===== src/include/sac_pkg.sv =====
// Shared constants and carrier types for the converter control block.
// Assumes one 100 MHz system clock and plain control ports, no bus.
package sac_pkg;

    // Clock and timing
    localparam int unsigned SYS_CLK_MHZ = 100;
    localparam int unsigned SAMPLE_TIME_NS = 40;
    localparam int unsigned SAMPLE_CYCLES =
        (SAMPLE_TIME_NS * SYS_CLK_MHZ + 999) / 1000;
    localparam logic [3:0] SAMPLE_TICKS = 4'(SAMPLE_CYCLES);
    // Comparator path: two sync flops plus one cycle of DAC settle
    localparam logic [1:0] SETTLE_CYCLES = 2'h3;

    // Converter resolution and channel space
    localparam int unsigned RES_BITS = 12;
    localparam int unsigned CH_COUNT = 28;
    localparam logic [4:0] CH_LAST_EXT = 5'h17;
    localparam logic [4:0] CH_RSVD_A = 5'h18;
    localparam logic [4:0] CH_RSVD_B = 5'h19;
    localparam logic [4:0] CH_TEMP = 5'h1a;
    localparam logic [4:0] CH_BANDGAP = 5'h1b;
    localparam logic [4:0] CH_RSVD_C = 5'h1c;
    localparam logic [4:0] CH_DISABLED = 5'h1f;

    // Result width select
    localparam logic [1:0] MODE_8 = 2'h0;
    localparam logic [1:0] MODE_12 = 2'h1;
    localparam logic [1:0] MODE_10 = 2'h2;

    // Conversion clock select
    localparam logic [1:0] CLK_BUS = 2'h0;
    localparam logic [1:0] CLK_BUS_DIV2 = 2'h1;
    localparam logic [1:0] CLK_ALT = 2'h2;
    localparam logic [1:0] CLK_ASYNC = 2'h3;

    // Reset values
    localparam logic GATE_RESET = 1'b1;
    localparam logic [11:0] CMP_VAL_RESET = 12'h000;

    typedef enum logic [1:0] {
        SAC_PWR_RUN,
        SAC_PWR_WAIT,
        SAC_PWR_STOP3,
        SAC_PWR_STOP2
    } sac_pwr_t;

    typedef struct packed {
        logic int_enable;
        logic continuous;
        logic [4:0] channel_select;
    } sac_csc1_t;

    typedef struct packed {
        logic trigger_select;
        logic compare_enable;
        logic compare_greater;
    } sac_csc2_t;

    typedef struct packed {
        logic [1:0] mode;
        logic [1:0] clk_select;
    } sac_cfg_t;

    localparam sac_csc1_t CSC1_RESET = '{1'b0, 1'b0, CH_DISABLED};
    localparam sac_csc2_t CSC2_RESET = '{1'b0, 1'b0, 1'b0};
    localparam sac_cfg_t CFG_RESET = '{MODE_8, CLK_BUS};

endpackage


===== src/rtl/sac_conv_ctrl.sv =====
// Control logic for a 12-bit successive-approximation converter.
// Assumes control fields arrive as write strobes with data, the RTC match
// level and analog comparator come from other domains, no register bus.
//
// Function
// - Clock gate bit is set by every reset; clearing it stops the module.
// - Five-bit channel select; 0..23 external, all ones turns converter off.
// - Reserved codes still convert; the value is undefined.
// - Code 11010 routes the temperature sensor to the converter input.
// - Conversion clock from bus, bus halved, local async or alternate.
// - Hardware trigger mode starts a conversion on each RTC match.
// - RTC match triggers regardless of the RTC interrupt enable.
// - Hardware triggering works in run, wait and stop3.
// - One interrupt line shared by completion and compare events.
// - Linear successive approximation, one bit per step, 12 bits.
// - Result right-justified at 12, 10 or 8 bits, upper bits zero.
// - Single or continuous conversion; single returns to idle itself.
// - Optional compare, less-than or greater-or-equal, can interrupt.
// - Completion sets the complete flag, with compare on only when the compare holds; enabled flag asserts interrupt.
// - Converter keeps running in wait and stop3.
// - Input multiplexer addresses 28 channels, 0 through 27.
// - Control-one write aborts, then restarts in software mode unless channel is all ones.
// - Software mode starts on control-one write, hardware mode on trigger.
// - Complete flag clears on control-one write or low result byte read.
`timescale 1ns/100ps
module sac_conv_ctrl
    import sac_pkg::*;
#(
    parameter int unsigned WIDTH = RES_BITS
) (
    // Clock and reset
    input wire logic sys_clk_in,
    input wire logic rst_in,
    // Peripheral clock gate
    input wire logic gate_wr_in,
    input wire logic gate_data_in,
    output logic bus_clk_en_out,
    // Control writes
    input wire logic csc1_wr_in,
    input wire sac_csc1_t csc1_in,
    input wire logic csc2_wr_in,
    input wire sac_csc2_t csc2_in,
    input wire logic cfg_wr_in,
    input wire sac_cfg_t cfg_in,
    input wire logic cmp_val_wr_in,
    input wire logic [WIDTH-1:0] cmp_val_in,
    input wire logic res_low_rd_in,
    // Triggers, clock sources and power state
    input wire logic hw_trigger_input_in,
    input wire logic local_async_clock_in,
    input wire logic alternate_conv_clock_in,
    input wire sac_pwr_t power_mode_in,
    // Analog comparator
    input wire logic comparator_in,
    // Analog front end controls
    output logic [WIDTH-1:0] dac_code_out,
    output logic sample_out,
    output logic [4:0] mux_channel_out,
    output logic temp_sensor_sel_out,
    output logic converter_on_out,
    // Status and result
    output sac_csc1_t csc1_out,
    output sac_csc2_t csc2_out,
    output sac_cfg_t cfg_out,
    output logic [WIDTH-1:0] result_out,
    output logic conv_complete_flag_out,
    output logic active_out,
    output logic irq_out
);

    localparam int unsigned NSYNC = 4;
    localparam int unsigned SYN_TRIG = 0;
    localparam int unsigned SYN_ASYNC = 1;
    localparam int unsigned SYN_ALT = 2;
    localparam int unsigned SYN_CMP = 3;

    ////////////////////////////////////////////////////////////////////////
    // Input synchronisers, two flops each
    logic [NSYNC-1:0] raw_in;
    logic [NSYNC-1:0] sync_a;
    logic [NSYNC-1:0] sync_b;
    logic [NSYNC-1:0] sync_prev;

    assign raw_in[SYN_TRIG] = hw_trigger_input_in;
    assign raw_in[SYN_ASYNC] = local_async_clock_in;
    assign raw_in[SYN_ALT] = alternate_conv_clock_in;
    assign raw_in[SYN_CMP] = comparator_in;

    genvar gi;
    generate
        for (gi = 0; gi < NSYNC; gi++) begin : g_sync
            // First stage feeds only the second stage
            always_ff @(posedge sys_clk_in) begin
                if (rst_in) begin
                    sync_a[gi] <= 1'b0;
                    sync_b[gi] <= 1'b0;
                    sync_prev[gi] <= 1'b0;
                end else begin
                    sync_a[gi] <= raw_in[gi];
                    sync_b[gi] <= sync_a[gi];
                    sync_prev[gi] <= sync_b[gi];
                end
            end
        end
    endgenerate

    // Rising edges of synchronised levels
    logic trig_edge;
    logic async_edge;
    logic alt_edge;
    assign trig_edge = sync_b[SYN_TRIG] & ~sync_prev[SYN_TRIG];
    assign async_edge = sync_b[SYN_ASYNC] & ~sync_prev[SYN_ASYNC];
    assign alt_edge = sync_b[SYN_ALT] & ~sync_prev[SYN_ALT];

    ////////////////////////////////////////////////////////////////////////
    // Control registers
    logic gate, next_gate;
    sac_csc1_t csc1, next_csc1;
    sac_csc2_t csc2, next_csc2;
    sac_cfg_t cfg, next_cfg;
    logic [WIDTH-1:0] cmp_val, next_cmp_val;
    logic wr1;

    // Gate clear drops all writes but its own
    assign wr1 = csc1_wr_in & gate;

    always_comb begin
        next_gate = gate_wr_in ? gate_data_in : gate;
        next_csc1 = wr1 ? csc1_in : csc1;
        next_csc2 = (csc2_wr_in & gate) ? csc2_in : csc2;
        next_cfg = (cfg_wr_in & gate) ? cfg_in : cfg;
        next_cmp_val = (cmp_val_wr_in & gate) ? cmp_val_in : cmp_val;
    end

    always_ff @(posedge sys_clk_in) begin
        if (rst_in) begin
            gate <= GATE_RESET;
            csc1 <= CSC1_RESET;
            csc2 <= CSC2_RESET;
            cfg <= CFG_RESET;
            cmp_val <= CMP_VAL_RESET;
        end else begin
            gate <= next_gate;
            csc1 <= next_csc1;
            csc2 <= next_csc2;
            cfg <= next_cfg;
            cmp_val <= next_cmp_val;
        end
    end

    ////////////////////////////////////////////////////////////////////////
    // Conversion clock tick selection
    logic half, next_half;
    logic tick;

    always_comb begin
        next_half = ~half;
        unique case (cfg.clk_select)
            CLK_BUS: tick = gate;
            CLK_BUS_DIV2: tick = gate & half;
            CLK_ALT: tick = gate & alt_edge;
            CLK_ASYNC: tick = gate & async_edge;
        endcase
    end

    always_ff @(posedge sys_clk_in) begin
        if (rst_in) begin
            half <= 1'b0;
        end else begin
            half <= next_half;
        end
    end

    ////////////////////////////////////////////////////////////////////////
    // Start, abort and continuous sequencing
    logic ch_off;
    logic stop2;
    logic hw_go;
    logic start;
    logic abort;
    logic busy;
    logic done;
    logic [WIDTH-1:0] raw_result;
    logic armed, next_armed;

    assign ch_off = (csc1.channel_select == CH_DISABLED);
    // Only the deepest stop removes the converter; run, wait and stop3 go on
    assign stop2 = (power_mode_in == SAC_PWR_STOP2);
    // Match edge alone decides; RTC interrupt enable never enters here
    assign hw_go = csc2.trigger_select & trig_edge & ~ch_off;

    always_comb begin
        next_armed = armed;
        abort = 1'b0;
        start = 1'b0;
        if (!gate || stop2) begin
            abort = 1'b1;
            next_armed = 1'b0;
        end else if (wr1) begin
            // Any write kills the running conversion first
            abort = (csc1_in.channel_select == CH_DISABLED);
            start = ~csc2.trigger_select &
                (csc1_in.channel_select != CH_DISABLED);
            next_armed = start & csc1_in.continuous;
            if (csc2.trigger_select) begin
                abort = 1'b1;
            end
        end else if (ch_off) begin
            abort = busy;
            next_armed = 1'b0;
        end else if (hw_go) begin
            start = 1'b1;
            next_armed = csc1.continuous;
        end else if (done) begin
            // Single mode just drops back to idle here
            start = armed & csc1.continuous;
            next_armed = armed & csc1.continuous;
        end
    end

    always_ff @(posedge sys_clk_in) begin
        if (rst_in) begin
            armed <= 1'b0;
        end else begin
            armed <= next_armed;
        end
    end

    sac_sar_step #(
        .WIDTH(WIDTH)
    ) u_sar (
        .sys_clk_in(sys_clk_in),
        .rst_in(rst_in),
        .start_in(start),
        .abort_in(abort),
        .tick_in(tick),
        .cmp_in(sync_b[SYN_CMP]),
        .trial_out(dac_code_out),
        .sample_out(sample_out),
        .busy_out(busy),
        .done_out(done),
        .result_out(raw_result)
    );

    ////////////////////////////////////////////////////////////////////////
    // Result formatting and compare
    logic [WIDTH-1:0] fmt_result;
    logic cmp_true;
    logic hit;

    always_comb begin
        unique case (cfg.mode)
            MODE_12: fmt_result = raw_result;
            MODE_10: fmt_result = {2'h0, raw_result[WIDTH-1:2]};
            MODE_8: fmt_result = {4'h0, raw_result[WIDTH-1:4]};
            default: fmt_result = raw_result;
        endcase
        // Compare against the value in the chosen result width
        cmp_true = csc2.compare_greater ? (fmt_result >= cmp_val) :
            (fmt_result < cmp_val);
        hit = done & (~csc2.compare_enable | cmp_true);
    end

    ////////////////////////////////////////////////////////////////////////
    // Result, complete flag, activity and interrupt
    logic [WIDTH-1:0] result, next_result;
    logic conv_complete_flag, next_conv_complete_flag;
    logic active, next_active;
    logic irq, next_irq;

    always_comb begin
        next_result = hit ? fmt_result : result;
        // Set beats a same-cycle clear so no completion is lost
        next_conv_complete_flag = hit | (conv_complete_flag & ~(wr1 | res_low_rd_in));
        next_active = start | (active & ~abort & ~done);
        // Single line; a compare hit and a plain completion look alike
        next_irq = next_conv_complete_flag & next_csc1.int_enable;
    end

    always_ff @(posedge sys_clk_in) begin
        if (rst_in) begin
            result <= '0;
            conv_complete_flag <= 1'b0;
            active <= 1'b0;
            irq <= 1'b0;
        end else begin
            result <= next_result;
            conv_complete_flag <= next_conv_complete_flag;
            active <= next_active;
            irq <= next_irq;
        end
    end

    ////////////////////////////////////////////////////////////////////////
    // Analog mux and power controls
    logic [4:0] mux_ch, next_mux_ch;
    logic temp_sel, next_temp_sel;
    logic conv_on, next_conv_on;

    always_comb begin
        // Reserved codes pass straight through and convert noise
        next_mux_ch = next_csc1.channel_select;
        next_temp_sel = (next_csc1.channel_select == CH_TEMP);
        // Bandgap code relies on software having enabled its buffer
        next_conv_on = next_active;
    end

    always_ff @(posedge sys_clk_in) begin
        if (rst_in) begin
            mux_ch <= CH_DISABLED;
            temp_sel <= 1'b0;
            conv_on <= 1'b0;
        end else begin
            mux_ch <= next_mux_ch;
            temp_sel <= next_temp_sel;
            conv_on <= next_conv_on;
        end
    end

    ////////////////////////////////////////////////////////////////////////
    // Output drive, all from flops
    assign bus_clk_en_out = gate;
    assign csc1_out = csc1;
    assign csc2_out = csc2;
    assign cfg_out = cfg;
    assign result_out = result;
    assign conv_complete_flag_out = conv_complete_flag;
    assign active_out = active;
    assign irq_out = irq;
    assign mux_channel_out = mux_ch;
    assign temp_sensor_sel_out = temp_sel;
    assign converter_on_out = conv_on;

endmodule


===== src/rtl/sac_sar_step.sv =====
// Successive-approximation sequencer: sample phase then one bit per step.
// Assumes tick_in marks conversion clock steps and cmp_in is synchronised.
`timescale 1ns/100ps
module sac_sar_step
    import sac_pkg::*;
#(
    parameter int unsigned WIDTH = RES_BITS
) (
    // Clock and reset
    input wire logic sys_clk_in,
    input wire logic rst_in,
    // Control
    input wire logic start_in,
    input wire logic abort_in,
    input wire logic tick_in,
    input wire logic cmp_in,
    // Analog side and result
    output logic [WIDTH-1:0] trial_out,
    output logic sample_out,
    output logic busy_out,
    output logic done_out,
    output logic [WIDTH-1:0] result_out
);

    typedef enum logic [1:0] {SAC_S_IDLE, SAC_S_SAMPLE, SAC_S_STEP} sac_sar_t;

    localparam logic [WIDTH-1:0] TOP_BIT = {1'b1, {(WIDTH-1){1'b0}}};

    sac_sar_t state, next_state;
    logic [WIDTH-1:0] trial, next_trial;
    logic [WIDTH-1:0] probe, next_probe;
    logic [WIDTH-1:0] result, next_result;
    logic [3:0] samp_cnt, next_samp_cnt;
    logic [1:0] settle, next_settle;
    logic done, next_done;

    ////////////////////////////////////////////////////////////////////////
    // Sequencer: probe walks one bit per step, MSB first
    always_comb begin
        next_state = state;
        next_trial = trial;
        next_probe = probe;
        next_result = result;
        next_samp_cnt = samp_cnt;
        next_settle = settle;
        next_done = 1'b0;
        if (abort_in) begin
            next_state = SAC_S_IDLE;
            next_trial = '0;
        end else if (start_in) begin
            next_state = SAC_S_SAMPLE;
            next_samp_cnt = '0;
            next_trial = '0;
        end else begin
            unique case (state)
                SAC_S_IDLE: begin
                end
                SAC_S_SAMPLE: begin
                    if (tick_in) begin
                        if (samp_cnt == SAMPLE_TICKS - 4'h1) begin
                            next_state = SAC_S_STEP;
                            next_probe = TOP_BIT;
                            next_trial = TOP_BIT;
                            next_settle = '0;
                        end else begin
                            next_samp_cnt = samp_cnt + 4'h1;
                        end
                    end
                end
                SAC_S_STEP: begin
                    // Wait out comparator latency before judging a bit
                    if (settle != SETTLE_CYCLES) begin
                        next_settle = settle + 2'h1;
                    end else if (tick_in) begin
                        next_trial = cmp_in ? trial : (trial & ~probe);
                        next_settle = '0;
                        if (probe[0]) begin
                            next_state = SAC_S_IDLE;
                            next_result = next_trial;
                            next_done = 1'b1;
                        end else begin
                            next_probe = probe >> 1;
                            next_trial = next_trial | (probe >> 1);
                        end
                    end
                end
            endcase
        end
    end

    always_ff @(posedge sys_clk_in) begin
        if (rst_in) begin
            state <= SAC_S_IDLE;
            trial <= '0;
            probe <= '0;
            result <= '0;
            samp_cnt <= '0;
            settle <= '0;
            done <= 1'b0;
        end else begin
            state <= next_state;
            trial <= next_trial;
            probe <= next_probe;
            result <= next_result;
            samp_cnt <= next_samp_cnt;
            settle <= next_settle;
            done <= next_done;
        end
    end

    ////////////////////////////////////////////////////////////////////////
    // Outputs straight from state flops
    assign trial_out = trial;
    assign sample_out = (state == SAC_S_SAMPLE);
    assign busy_out = (state != SAC_S_IDLE);
    assign done_out = done;
    assign result_out = result;

endmodule


===== config.mk =====
export PLATFORM = sky130hd
export DESIGN_NAME = sac_conv_ctrl
export DESIGN_NICKNAME = d
export VERILOG_FILES = /design/src/include/sac_pkg.sv /design/src/rtl/sac_conv_ctrl.sv /design/src/rtl/sac_sar_step.sv
export SDC_FILE = /design/constraint.sdc
export NUM_CORES = 1
export LEC_CHECK = 0
export BUFFER_PORTS_ARGS = -buffer_cell sky130_fd_sc_hd__buf_4
export CAP_MARGIN = 0
export CORE_MARGIN = 1.5
export CORE_UTILIZATION = 30
export CTS_CLUSTER_DIAMETER = 150
export DETAILED_ROUTE_END_ITERATION = 8
export PLACE_DENSITY = 0.59
export SETUP_SLACK_MARGIN = 0.3
export SLEW_MARGIN = 20
export SYNTH_ARGS = -nofsm -noshare
export SYNTH_HDL_FRONTEND = slang
export SYNTH_SLANG_ARGS = --single-unit

===== constraint.sdc =====
create_clock -name sys_clk_in -period 6 [get_ports sys_clk_in]
set_clock_uncertainty 0.05 [all_clocks]
set_input_delay 0.3 -clock sys_clk_in [delete_from_list [all_inputs] [get_ports sys_clk_in]]
set_output_delay 0.3 -clock sys_clk_in [all_outputs]
set_load 0.03 [all_outputs]

; Word level (Yosys, flattened, before mapping)
; Index checks and enable logic that the tools add are counted.
[classes]
addsub = 2
n_mul = 0
n_div = 0
n_lt_le_gt_ge = 2
n_eq_ne = 26
n_shift = 0
n_mux = 45
n_bitwise = 41
reduce_logical = 22
[ops]
columns = cell, n
row1 = two-way mux 12 bit, 9
row2 = one-hot mux 12 bit (2 select lines), 3
row3 = AND reduction 6 bit, 4
row4 = AND 1 bit, 20
row5 = two-way mux 2 bit, 9
row6 = two-way mux 1 bit, 16
row7 = two-way mux 4 bit, 4
row8 = "== test 5 bit, second input constant", 3
row9 = NOT 1 bit, 14
row10 = AND 12 bit, 1
row11 = greater-or-equal comparator 12 bit, 1
row12 = less-than comparator 12 bit, 1
row13 = NOT 12 bit, 1
row14 = OR 12 x 11 -> 12 bit, 1
row15 = "== test 2 bit, second input constant", 5
row16 = "inequality test 2 bit, second input constant", 5
row17 = one-hot mux 2 bit (2 select lines), 2
row18 = AND reduction 8 bit, 1
row19 = nonzero test 2 bit, 4
row20 = two-way mux 7 bit, 1
row21 = AND reduction 7 bit, 1
row22 = "inequality test 2 x 1 -> 1 bit, second input constant", 3
row23 = "inequality test 3 x 1 -> 1 bit, second input constant", 2
row24 = "inequality test 3 x 2 -> 1 bit, second input constant", 2
row25 = other kinds (18), 25
[word_totals]
ff_bits = 101
latchBits = 0
ramBits = 0
rom_bits = 0
in_bits = 41
word_cells = 175
mem_count = 0

; Depth between registers and ports, before layout
; Gate-level depths: netlist of the first run.
[logic_depth]
word_depth = 10
ltp_mapped = 11
ltp_nobuf = 10

; Cells and area by module
; From an unflattened synthesis of the first run, not the netlist that was laid out.
[unflattened]
hier_cells = 581
hier_area_um2 = 4937.2
[modules_own_cells]
columns = mod, n_inst, cells_each, area_per_inst_um2
row1 = sac_conv_ctrl, 1, 323, 2758.9
row2 = sac_sar_step, 1, 258, 2178.3

; Worst setup path after synthesis of the first run
; Ideal clock, no wire load.
[synth_path]
kind = reg2reg
start = reg cfg (netlist bit cfg_out[3])
end = reg result[11] (netlist: result_out[11])
t_arrival_ns = 2.864
required_time_ns = 5.880
path_slack_ns = 3.016
stages_incl_launch_ff = 12
n_path_buf = 2
period_less_slack_ns = 2.984
path_cell_list = dfxtp_1 > buf_1 > mux2i_1 > o21ai_0 > ha_1 > nor2b_1 > o211ai_1 > a211oi_1 > o311ai_1 > clkbuf_1 > nand3_1 > a21oi_1
[synth_via]
elab_chain_cells = 6
[synth_lines]
columns = item, line_no
row1 = start: declaration, sac_conv_ctrl.sv:120  ; sac_cfg_t cfg, next_cfg;
row2 = start signal: assignment, sac_conv_ctrl.sv:146  ; cfg <= next_cfg;
row3 = == test 2 bit or logical NOT 2 bit (tied branches), sac_conv_ctrl.sv:252  ; unique case (cfg.mode)
row4 = one-hot mux 12 bit (2 select lines) (*), sac_conv_ctrl.sv:252
row5 = net fmt_result[1], sac_conv_ctrl.sv:247  ; logic [WIDTH-1:0] fmt_result;
row6 = less-than comparator 12 bit or greater-or-equal comparator 12 bit (tied branches), "sac_conv_ctrl.sv:260, sac_conv_ctrl.sv:259"
row7 = two-way mux 1 bit (*), sac_conv_ctrl.sv:259  ; cmp_true = csc2.compare_greater ? (fmt_result >= cmp_val) :
row8 = OR 1 bit (*), sac_conv_ctrl.sv:261  ; hit = done & (~csc2.compare_enable | cmp_true);
row9 = AND 1 bit (*), sac_conv_ctrl.sv:261
row10 = end signal: assignment, sac_conv_ctrl.sv:287  ; result <= next_result;
row11 = end: declaration, sac_conv_ctrl.sv:266  ; logic [WIDTH-1:0] result, next_result;
; Mark *: on every way through the listed nets, which the timed path passes. The rest lies on a longest branch.
; A chain may end at the register's enable or synchronous reset.

; Worst setup path in the final report of the first run
[layout_path]
start = reg cfg (netlist bit cfg_out[3])
end = reg result[9] (netlist: result_out[9])
; The elaborated chain is that of the path after synthesis.

==> results of run 1 <==
==> worst max path at each step <==
stage	from	to	slack, ns	cells after the start
floorplan	cfg_out[3]	result_out[11]	3.02	11
detailed placement	cfg_out[3]	result_out[9]	2.97	9
global placement	cfg_out[3]	result_out[0]	2.66	9
CTS	cfg_out[3]	result_out[9]	2.95	9
finish	cfg_out[3]	result_out[9]	2.92	9
global route	cfg_out[3]	result_out[0]	2.59	9
==> synthesized netlist by cell type (3+ instances only) <==
cell type,n,area share [%]
dfxtp_1,101,42
nand2_1,93,7.3
a21oi_1,61,6.4
nand3_1,47,4.9
o21ai_0,45,4.7
inv_1,38,3.0
mux2i_1,31,6.5
clkbuf_1,26,2.0
nor2_1,23,1.8
ha_1,17,4.4
and2_1,16,2.1
nor2b_1,13,1.7
buf_4,7,1.1
nand4_1,6,0.78
nor3_1,6,0.63
nand2b_1,5,0.65
buf_1,4,0.31
and3_1,3,0.39
==> power by group through the flow <==
stage                     Clock [uW]  Combinational, uW  Sequential [uW]
after floorplan                    0               98.1              728
after global placement             0                159              722
after detailed placement           0                162              722
after CTS                        658                162              707
after global routing             687                178              710
final                            646                162              707
==> cells by family after synthesis <==
group / count (synthesis) / share of synthesized area (%)
and+or+nand+nor: 228 / 23.2
AOI/OAI and AO/OA: 134 / 16.2
DFF: 101 / 42.2
buffers and inverters: 77 / 6.77
muxes: 32 / 6.72
adders and majority gates: 17 / 4.44
xor gates and xnor gates: 2 / 0.366
==> stage by stage <==
stage                     std cells  hold WS, ns  area, sq um  utilization (%)  worst slack [ns]
after floorplan                 591        0.337         4790                -              3.02
after global placement          855        0.348         5560             36.2              2.66
after detailed placement        855        0.353         5570             36.2              2.97
after CTS                       871       0.0905         5890             38.3              2.95
after global routing            871        0.109         5890             38.3              2.59
final                           871        0.102         5890             38.3              2.92
==> cell usage in the layout, fill, tap and decap left out, types with 3 or more instances in the layout <==
cell type,n
nor3_1,6
dfxtp_1,101
a21oi_1,61
inv_1,38
nand2_1,93
nor2_1,23
ha_1,17
clkbuf_16,9
nand3_1,47
mux2i_1,31
and2_1,16
o21ai_0,45
nand4_1,6
nand2b_1,5
buf_4,92
and3_1,3
nor2b_1,13
==> worst max-delay path: cells and delay by family, from the launching register on <==
kind	cells	cell delay, ns
flip-flops	1	0.71
AO/OA/AOI/OAI	5	1.39
AND/OR/NAND/NOR	2	0.26
adder cells (fa/ha/maj)	1	0.34
multiplexers	1	0.24
==> cell type report <==
cell class	instances	share of cell area (%)
Clock buffer	9	3.82
Clock inverter	7	1.66
Inverter	38	2.42
Multi-Input combinational cell	413	41.6
Sequential cell	101	34.3
Tap cell	211	4.48
Timing Repair Buffer	92	11.7
==> layer usage <==
metal  global-route usage (%)  routed length (um)  vias up
met5                        0                   0        -
met4                     6.94                 244        0
met3                     3.67                 611       17
met2                     25.5                5900      112
met1                     18.9                5610     1986
li1                         -                   -     2146
==> flip-flops by register name, indices dropped and copies added, names as in the netlist, 2 cells and up <==
register          flops
sync_prev             3
cfg_out               4
u_sar.probe          12
sync_a                4
result_out           12
mux_channel_out       5
u_sar.settle          2
csc2_out              3
u_sar.samp_cnt        4
u_sar.result_out     12
u_sar.trial_out      12
cmp_val              12
u_sar.state           2
sync_b                4
csc1_out              2
==> results.md, run 1 <==
* RSZ-0062 raised after global routing: no
* Warnings, synthesis at 0
* Relative slew slack at 33.1%
* Final Hold Fails at 0
* # hold bufs at CTS at 0
* FP Rows at 45
* Drt pass-1 iters at 4
* Sequential share of power at between 40% and 50%
* Worst path cell trace: mux2i_1 -> o21ai_0 -> ha_1 -> nor2b_1 -> o211ai_1 -> a211oi_1 -> o32a_1 -> a21oi_1 -> nor3_1
* R2r setup slk at between 2 and 3 ns
* Total negative setup slack at 0 ns
* Number of synthesized flops with an enable pin at 0
* Share of layout cells above drive strength 1 at 18.0%
* Sequential cell area at 2020 sq um
* Nets@finish at ~710
* Area of the multi-input gates at 2450 sq um
* Filler cells at approximately 1,600
* Clk pwr share at about 43%
* I/O Pins at 91
* Critical Path Sink Type: flip-flop
* Total GRT Usage at approximately 15%
* Initial antenna violation count at 0
* Sw Share at about a quarter
* Hold worst-path end: sync_a[0]
* Vias in the first global route at between 4,000 and 5,000
* Worst-Margin Slew at about 1.0 ns
* CTS resizes at 0
* Seq cells post-synth at between 100 and 150
* Crit-path max cell delay at slightly above 0.7 ns
* Power Dens Cells at 257 nW/um^2
* CTS H-Tree Depth at 3
* Clock Latency Late Sink at 0.36 ns
* Final ANT Viol Nets at 0
* Synthesized cell area at about 4800 sq um
* Combinational fraction of design power at a little over a tenth
* Final Max Slew Viols at 0
* Most used flip-flop cell after synthesis: dfxtp_1
* Peak VDD IR at ~0.00015 V
* Syn Nets at 649
* Setup CP Type: flip-flop to flip-flop
* Core area at roughly 15,000 sq um
* Reg2Reg Capture Point: result_out[9]
* Synth-to-layout area growth at 23.1%
* RR Startpoint: cfg_out[3]
* Die width at ~130 um
* Crit path DAT at about 3.3 ns
* Clock slew at reported path FFs at ~0.080 ns
* First-pass GRT wire length at around 20 mm
* Hpwl dp at roughly 9 mm
* Largest net degree at the start of global routing at between 50 and 60
* Die height at around 130 um
* Sink Count at just over 100
* Hold path start: hw_trigger_input_in
* Grt ovf at 0
* Max Cap Viol at 0
* CP required at between 6 and 7 ns
* CP startpoint kind: flip-flop
* Crit path max-delay cell type: dfxtp_1
* Tot Pwr at ~1500 uW
* CTS buffer count at 9
* Deepest clock path buffer count at 2
* Tmin final at 3.08 ns
* TritonCTS clock tree: yes
* Final count of negative-setup-slack endpoints at 0
* P_sw at just under 400 uW
* Reg2Reg Depth at 9
* WL final at between 10 and 15 mm
* Final Cycle Share at approximately 51%
* Max Freq at ~320 MHz
* Via-to-Cell Ratio at slightly below 5
* PortBufs at 90
* CTS Root Cell: clkbuf_16
* Synthesized area per cell at 8.10 sq um
* DR WL/cell at 14.2 um
* DRC at 0
* Total number of vias at 4,261
* Sequential share of the synthesized area at between 40% and 50%
* Die ar. at about 17,000 sq um
* GP Congestion at roughly 0.84
* Status: complete, no violations
* Pleak at between 0.002 and 0.0025 uW
* # diodes at 0
* Hold path depth at 2
* Setup bufs post-CTS at 0
* Post-Syn Instances at between 500 and 600
* Max FO, Critical Path at 12
* Post-synth ARST share at 0%
* Cell Int Power at 1120 uW
* Distinct cells, synth at 54
* Starting DRT DRC Count at 238
* HP Class: primary input to flip-flop
* Starting Density at between 30% and 40%
Note: power is estimated with default switching activity, not from simulation.
==> inputs of run 2 (changes only) <==
- ABC_AREA: not set -> 1
- PLACE_DENSITY: 0.59 -> 0.61
- clock period: 6 -> 2.8 ns (I/O delays scaled with it)
==> run 2 against run 1 <==
Clock-buffer cell count grew 1. Setup slack lost 2.5 ns. Sequential cell count unchanged. Synthesized cell count increased by 14%.
==> results.md, run 2 <==
* Die ar. at roughly 17,000 sq um
* Hold path start: csc1_in[3]
* Most common cell after layout, fill and taps aside: nand2_1
* Sequential share of the synthesized area at between 40% and 50%
* Starting DRT DRC Count at roughly 260
* Final count of negative-setup-slack endpoints at 0
* Share of layout cells above drive strength 1 at between 20% and 30%
* GP Congestion at 0.835
* Post-Syn Instances at 676
* Power Dens Cells at between 500 and 600 nW/um^2
* Grt ovf at 0
* Sink Count at slightly above 100
* HP Class: primary input to flip-flop
* Drt pass-1 iters at 5
* PortBufs at 90
* Filler cells at roughly 1,600
* Distinct cells, synth at 43
* CTS buffer count at 9
* Top cells by count, synth: 167 x nand2_1, 101 x dfxtp_1, 100 x nor2_1
* Post-synth top area cell: dfxtp_1
* Crit-path most repeated cell: nor2_1
* Peak VDD IR at 0.000291 V
* R2r setup slk at ~0.42 ns
* Pleak at between 0.002 and 0.003 uW
* Most frequent cell after synthesis: nand2_1
* Top post-synthesis cells by area: dfxtp_1 42%, nand2_1 13%, nor2_1 7.8%
* Status: complete, no violations
* Via-to-Cell Ratio at approximately 4.5
* Setup CP Type: flip-flop to flip-flop
* Max Cap Viol at 0
* Crit path max-delay cell type: dfxtp_4
* Worst-Margin Slew at 0.619 ns
* Die height at approximately 130 um
* Setup crit start: cfg_out[2]
* Area of the multi-input gates at ~2400 sq um
* RSZ-0062 raised after global routing: yes
* WL final at 12.7 mm
* Number of synthesized flops with an enable pin at 0
* Max Freq at about 420 MHz
* CP startpoint kind: flip-flop
* Syn Nets at around 730
* Fin cells at ~1,000
* Final Max Slew Viols at 0
* Most used flip-flop cell after synthesis: dfxtp_1
* Hpwl dp at between 9 and 10 mm
* Deepest clock path buffer count at 2
* Initial antenna violation count at 0
* FP Rows at 45
* Synthesized area per cell at around 7.1 sq um
* TritonCTS clock tree: yes
* Most frequent cells in the layout: 161 x nand2_1, 103 x buf_4, 99 x dfxtp_1
* Final ANT Viol Nets at 0
* Synth-to-layout area growth at 31.4%
* CTS Root Cell: clkbuf_16
* Crit path DAT at roughly 2.6 ns
* Clock slew at reported path FFs at roughly 0.070 ns
* Post-synth top area share at between 40% and 50%
* Total negative setup slack at 0 ns
* Nets@finish at 835
* CP required at ~3 ns
* I/O Pins at ~90
* First-pass GRT wire length at just over 20 mm
* Worst path cell trace: clkinvlp_4 -> buf_6 -> o22ai_1 -> ha_1 -> nand2_1 -> nor2_1 -> nand2_1 -> o21ai_1 -> nand3_2 -> nand3_4 -> nand2_2 -> nor2_1 -> nor2_1
* Post-synth ARST share at 0%
* Largest net degree at the start of global routing at 24
* Clock Latency Late Sink at 0.35 ns
* Core area at 15,400 sq um
* Relative slew slack at roughly three fifths
* Seq cells post-synth at 101
* Tot Pwr at roughly 3400 uW
* RR Startpoint: cfg_out[2]
* Total number of vias at about 4,500
* Critical Path Sink Type: flip-flop
* # diodes at 0
* Sequential cell area at about 2000 sq um
* Crit-path max cell delay at 0.39 ns
* Max FO, Critical Path at 7
* Worst hold margin at 0.00637 ns
* CTS H-Tree Depth at 3
* Total GRT Usage at between 10% and 20%
* Tmin final at 2.38 ns
* Die width at 129 um
* DRC at 0
* Final Cycle Share at 85.1%
* Starting Density at a little over 30%
* Vias in the first global route at slightly above 4,000
* Placed Cells at 955
* Warnings, synthesis at 0
* Synthesized cell area at between 4000 and 5000 sq um
* Final Hold Fails at 0
* DR WL/cell at 12.8 um
run 2: logic make-up after synthesis:
kind of cell | Yosys count | synth area share, %
buf+inv | 105 | 9.88
flops | 101 | 42.2
fa+ha+maj | 17 | 4.44
mux | 3 | 0.627
xor+xnor | 2 | 0.366
compound gates | 134 | 15.1
simple gates | 314 | 27.4
run 2: cell type report:
cell class / count / area share, %
Clock buffer: 10 / 3.80
Timing Repair Buffer: 121 / 15.7
Inverter: 73 / 4.54
Multi-Input combinational cell: 471 / 38.6
Sequential cell: 101 / 32.2
Tap cell: 211 / 4.20
Clock inverter: 5 / 0.955
run 2: power breakdown:
group | switching (uW) | leakage, uW | internal, uW | total, uW
Clock | 564 | 0.000145 | 716 | 1280
Sequential | 39.5 | 0.000824 | 1490 | 1530
Combinational | 340 | 0.00177 | 238 | 578
Total | 943 | 0.00274 | 2440 | 3390
run 2: path summary, 6_finish.rpt:
check / endpoint / cells past startpoint
worst max-delay path: result_out[10] / 13
worst min-delay path: mux_channel_out[3] / 3
worst max register to register: result_out[10] / 13
worst min register to register: half / 1
run 2: timing repair:
item                                   4_1_cts  5_1_grt
buffers inserted                             0        6
endpoints found under the hold margin       12        0
setup endpoints to repair                    0       14
hold buffers                                13        0
resized for setup                            0       38
run 2: through the flow:
stage,cell area (sq um),utilization [%],worst slack [ns]
after CTS,6040,39.3,0.347
after global placement,5610,36.5,0.397
after detailed placement,5610,36.5,0.369
final,6290,40.9,0.417
after global routing,6290,40.9,0.256
after floorplan,4790,-,0.317
run 2: worst max-delay path: cells and delay by family (launching register included):
kind                       cells  cell delay (ns)
AOI/OAI and AO/OA              2             0.44
adders and majority gates      1             0.18
buffers and inverters          2             0.29
DFF                            1             0.39
and+or+nand+nor                8             0.93
run 2: per-layer routing:
layer / global-route usage, % / vias up / part of all wire (%)
li1: - / 2364 / -
met1: 20.4 / 2018 / 48
met2: 25.8 / 94 / 47
met3: 3.18 / 5 / 4.8
met4: 3.57 / 0 / 0.70
met5: 0 / - / 0
==> inputs of run 3 (changes only) <==
- CAP_MARGIN: 0 -> not set
- RECOVER_POWER: not set -> 50
- SLEW_MARGIN: 20 -> not set
==> run 3 against run 2 <==
Power decreased by 0.61%. Final area decreased by 2.9%. Register-to-register slack about the same. Clock power about the same. Combinational power decreased by 3%. Global-route usage unchanged.
==> results.md, run 3 (synthesis gave the netlist of run 2 again) <==
* Largest net degree at the start of global routing at 24
* Total negative setup slack at 0 ns
* Die width at approximately 130 um
* Max Cap Viol at 0
* CP startpoint kind: flip-flop
* Filler cells at ~1,700
* PortBufs at 90
* Nets@finish at about 840
* CTS Root Cell: clkbuf_16
* Total number of vias at roughly 4,500
* RSZ-0062 raised after global routing: yes
* HP Class: primary input to flip-flop
* CTS buffer count at 9
* I/O Pins at 91
* DR WL/cell at about 13 um
* TritonCTS clock tree: yes
* Final Cycle Share at a little under nine tenths
* Peak VDD IR at 0.000291 V
* Vias in the first global route at a little over 4,000
* Final Max Slew Viols at 0
* Status: complete, no violations
* Deepest clock path buffer count at 2
* Starting DRT DRC Count at around 280
* Synth-to-layout area growth at 27.5%
* Max FO, Critical Path at 7
* CP required at roughly 3.0 ns
* Starting Density at roughly 31%
* Share of layout cells above drive strength 1 at approximately 16%
* CTS H-Tree Depth at 3
* First-pass GRT wire length at between 20 and 25 mm
* Most common cell after layout, fill and taps aside: nand2_1
* Tmin final at 2.38 ns
* DP Area at 5610 sq um
* Die ar. at ~17,000 sq um
* GP Congestion at about 0.83
* Area of the multi-input gates at between 2000 and 2500 sq um
* DRC at 0
* Total GRT Usage at 15.4%
* FP Rows at 45
* Most frequent cells in the layout: 162 x nand2_1, 100 x dfxtp_1, 96 x nor2_1
* Final Hold Fails at 0
* WL final at 12.7 mm
* Sequential cell area at 2030 sq um
* Relative slew slack at 58.6%
* Crit path DAT at ~2.6 ns
* Via-to-Cell Ratio at approximately 4.5
* Final ANT Viol Nets at 0
* Grt ovf at 0
* Clock slew at reported path FFs at 0.07 ns
* Core area at ~15,000 sq um
* # diodes at 0
* Initial antenna violation count at 0
* Pleak at between 0.002 and 0.003 uW
* Worst-Margin Slew at approximately 0.62 ns
* Sink Count at about 100
* Hpwl dp at slightly above 9 mm
* Hold path start: csc1_in[3]
* Drt pass-1 iters at 4
* Setup CP Type: flip-flop to flip-flop
* Final count of negative-setup-slack endpoints at 0
* Fin area at roughly 6000 sq um
* Setup crit start: cfg_out[2]
* RR Startpoint: cfg_out[2]
* Die height at between 100 and 150 um
* Max Freq at between 400 and 500 MHz
* Clock Latency Late Sink at between 0.3 and 0.4 ns
* Power Dens Cells at about 550 nW/um^2
* Critical Path Sink Type: flip-flop
## run 3: changes by cell type in the layout (fill, tap and decap cells not counted)
| cell | change |
|---|---|
| buf_4 | -51 |
| clkbuf_1 | +47 |
| clkbuf_4 | +4 |
| dfxtp_1 | +1 |
| dfxtp_2 | -1 |
| nand2_1 | +1 |
| nand2_4 | -1 |
## run 3: report_power, final
part	switching [uW]	leakage, uW	total (uW)	internal, uW
registers	38.5	0.000824	1530	1490
logic	340	0.00158	560	220
clock network	563	0.000145	1280	716
total	941	0.00255	3360	2420
## run 3: through the flow
step | cells | total power (uW) | hold slack [ns] | util [%] | setup slack, ns
2_1_floorplan | 676 | 1890 | 0.190 | - | 0.317
3_3_place_gp | 955 | 2050 | 0.291 | 36.5 | 0.397
3_5_place_dp | 955 | 2050 | 0.292 | 36.5 | 0.369
4_1_cts | 983 | 3340 | 0.00509 | 39.3 | 0.347
5_1_grt | 992 | 3520 | 0.0134 | 39.7 | 0.171
6_report | 992 | 3360 | 0.00937 | 39.7 | 0.417
## run 3: path summary, 6_finish.rpt
path                            slack [ns]  depth (start not counted)                 end
worst min register to register        0.35                          1                half
worst max-delay path                  0.42                         13      result_out[10]
worst min-delay path                 0.009                          3  mux_channel_out[3]
worst max register to register        0.42                         13      result_out[10]
## run 3: final cells by class
class	count	share of cell area [%]
Clock buffer	10	3.91
Clock inverter	5	0.984
Inverter	73	4.67
Multi-Input combinational cell	471	39.7
Sequential cell	101	33.2
Tap cell	211	4.32
Timing Repair Buffer	121	13.3
## run 3: worst max-delay path, cell delays in order (launching register included)
cell and delay [ns]:
dfxtp_4 0.39, clkinvlp_4 0.13, buf_6 0.16, o22ai_1 0.27, ha_1 0.18, nand2_1 0.06
nor2_1 0.18, nand2_1 0.10, o21ai_1 0.17, nand3_2 0.11, nand3_4 0.13, nand2_2 0.15
nor2_1 0.14, nor2_1 0.06
## run 3: routing by layer
metal,vias to the layer above,global-route usage [%],routed length [um]
met5,-,0,0
met4,0,3.57,103
met3,10,3.18,493
met2,89,25.8,5940
met1,2019,20.4,6190
li1,2359,-,-
## run 3: timing repair
| action | in CTS | in global routing |
|---|---|---|
| endpoints found under the hold margin | 12 | 0 |
| buffers inserted | 0 | 6 |
| hold buffers | 13 | 0 |
| gates resized for setup | 0 | 38 |
| setup endpoints to repair | 0 | 14 |
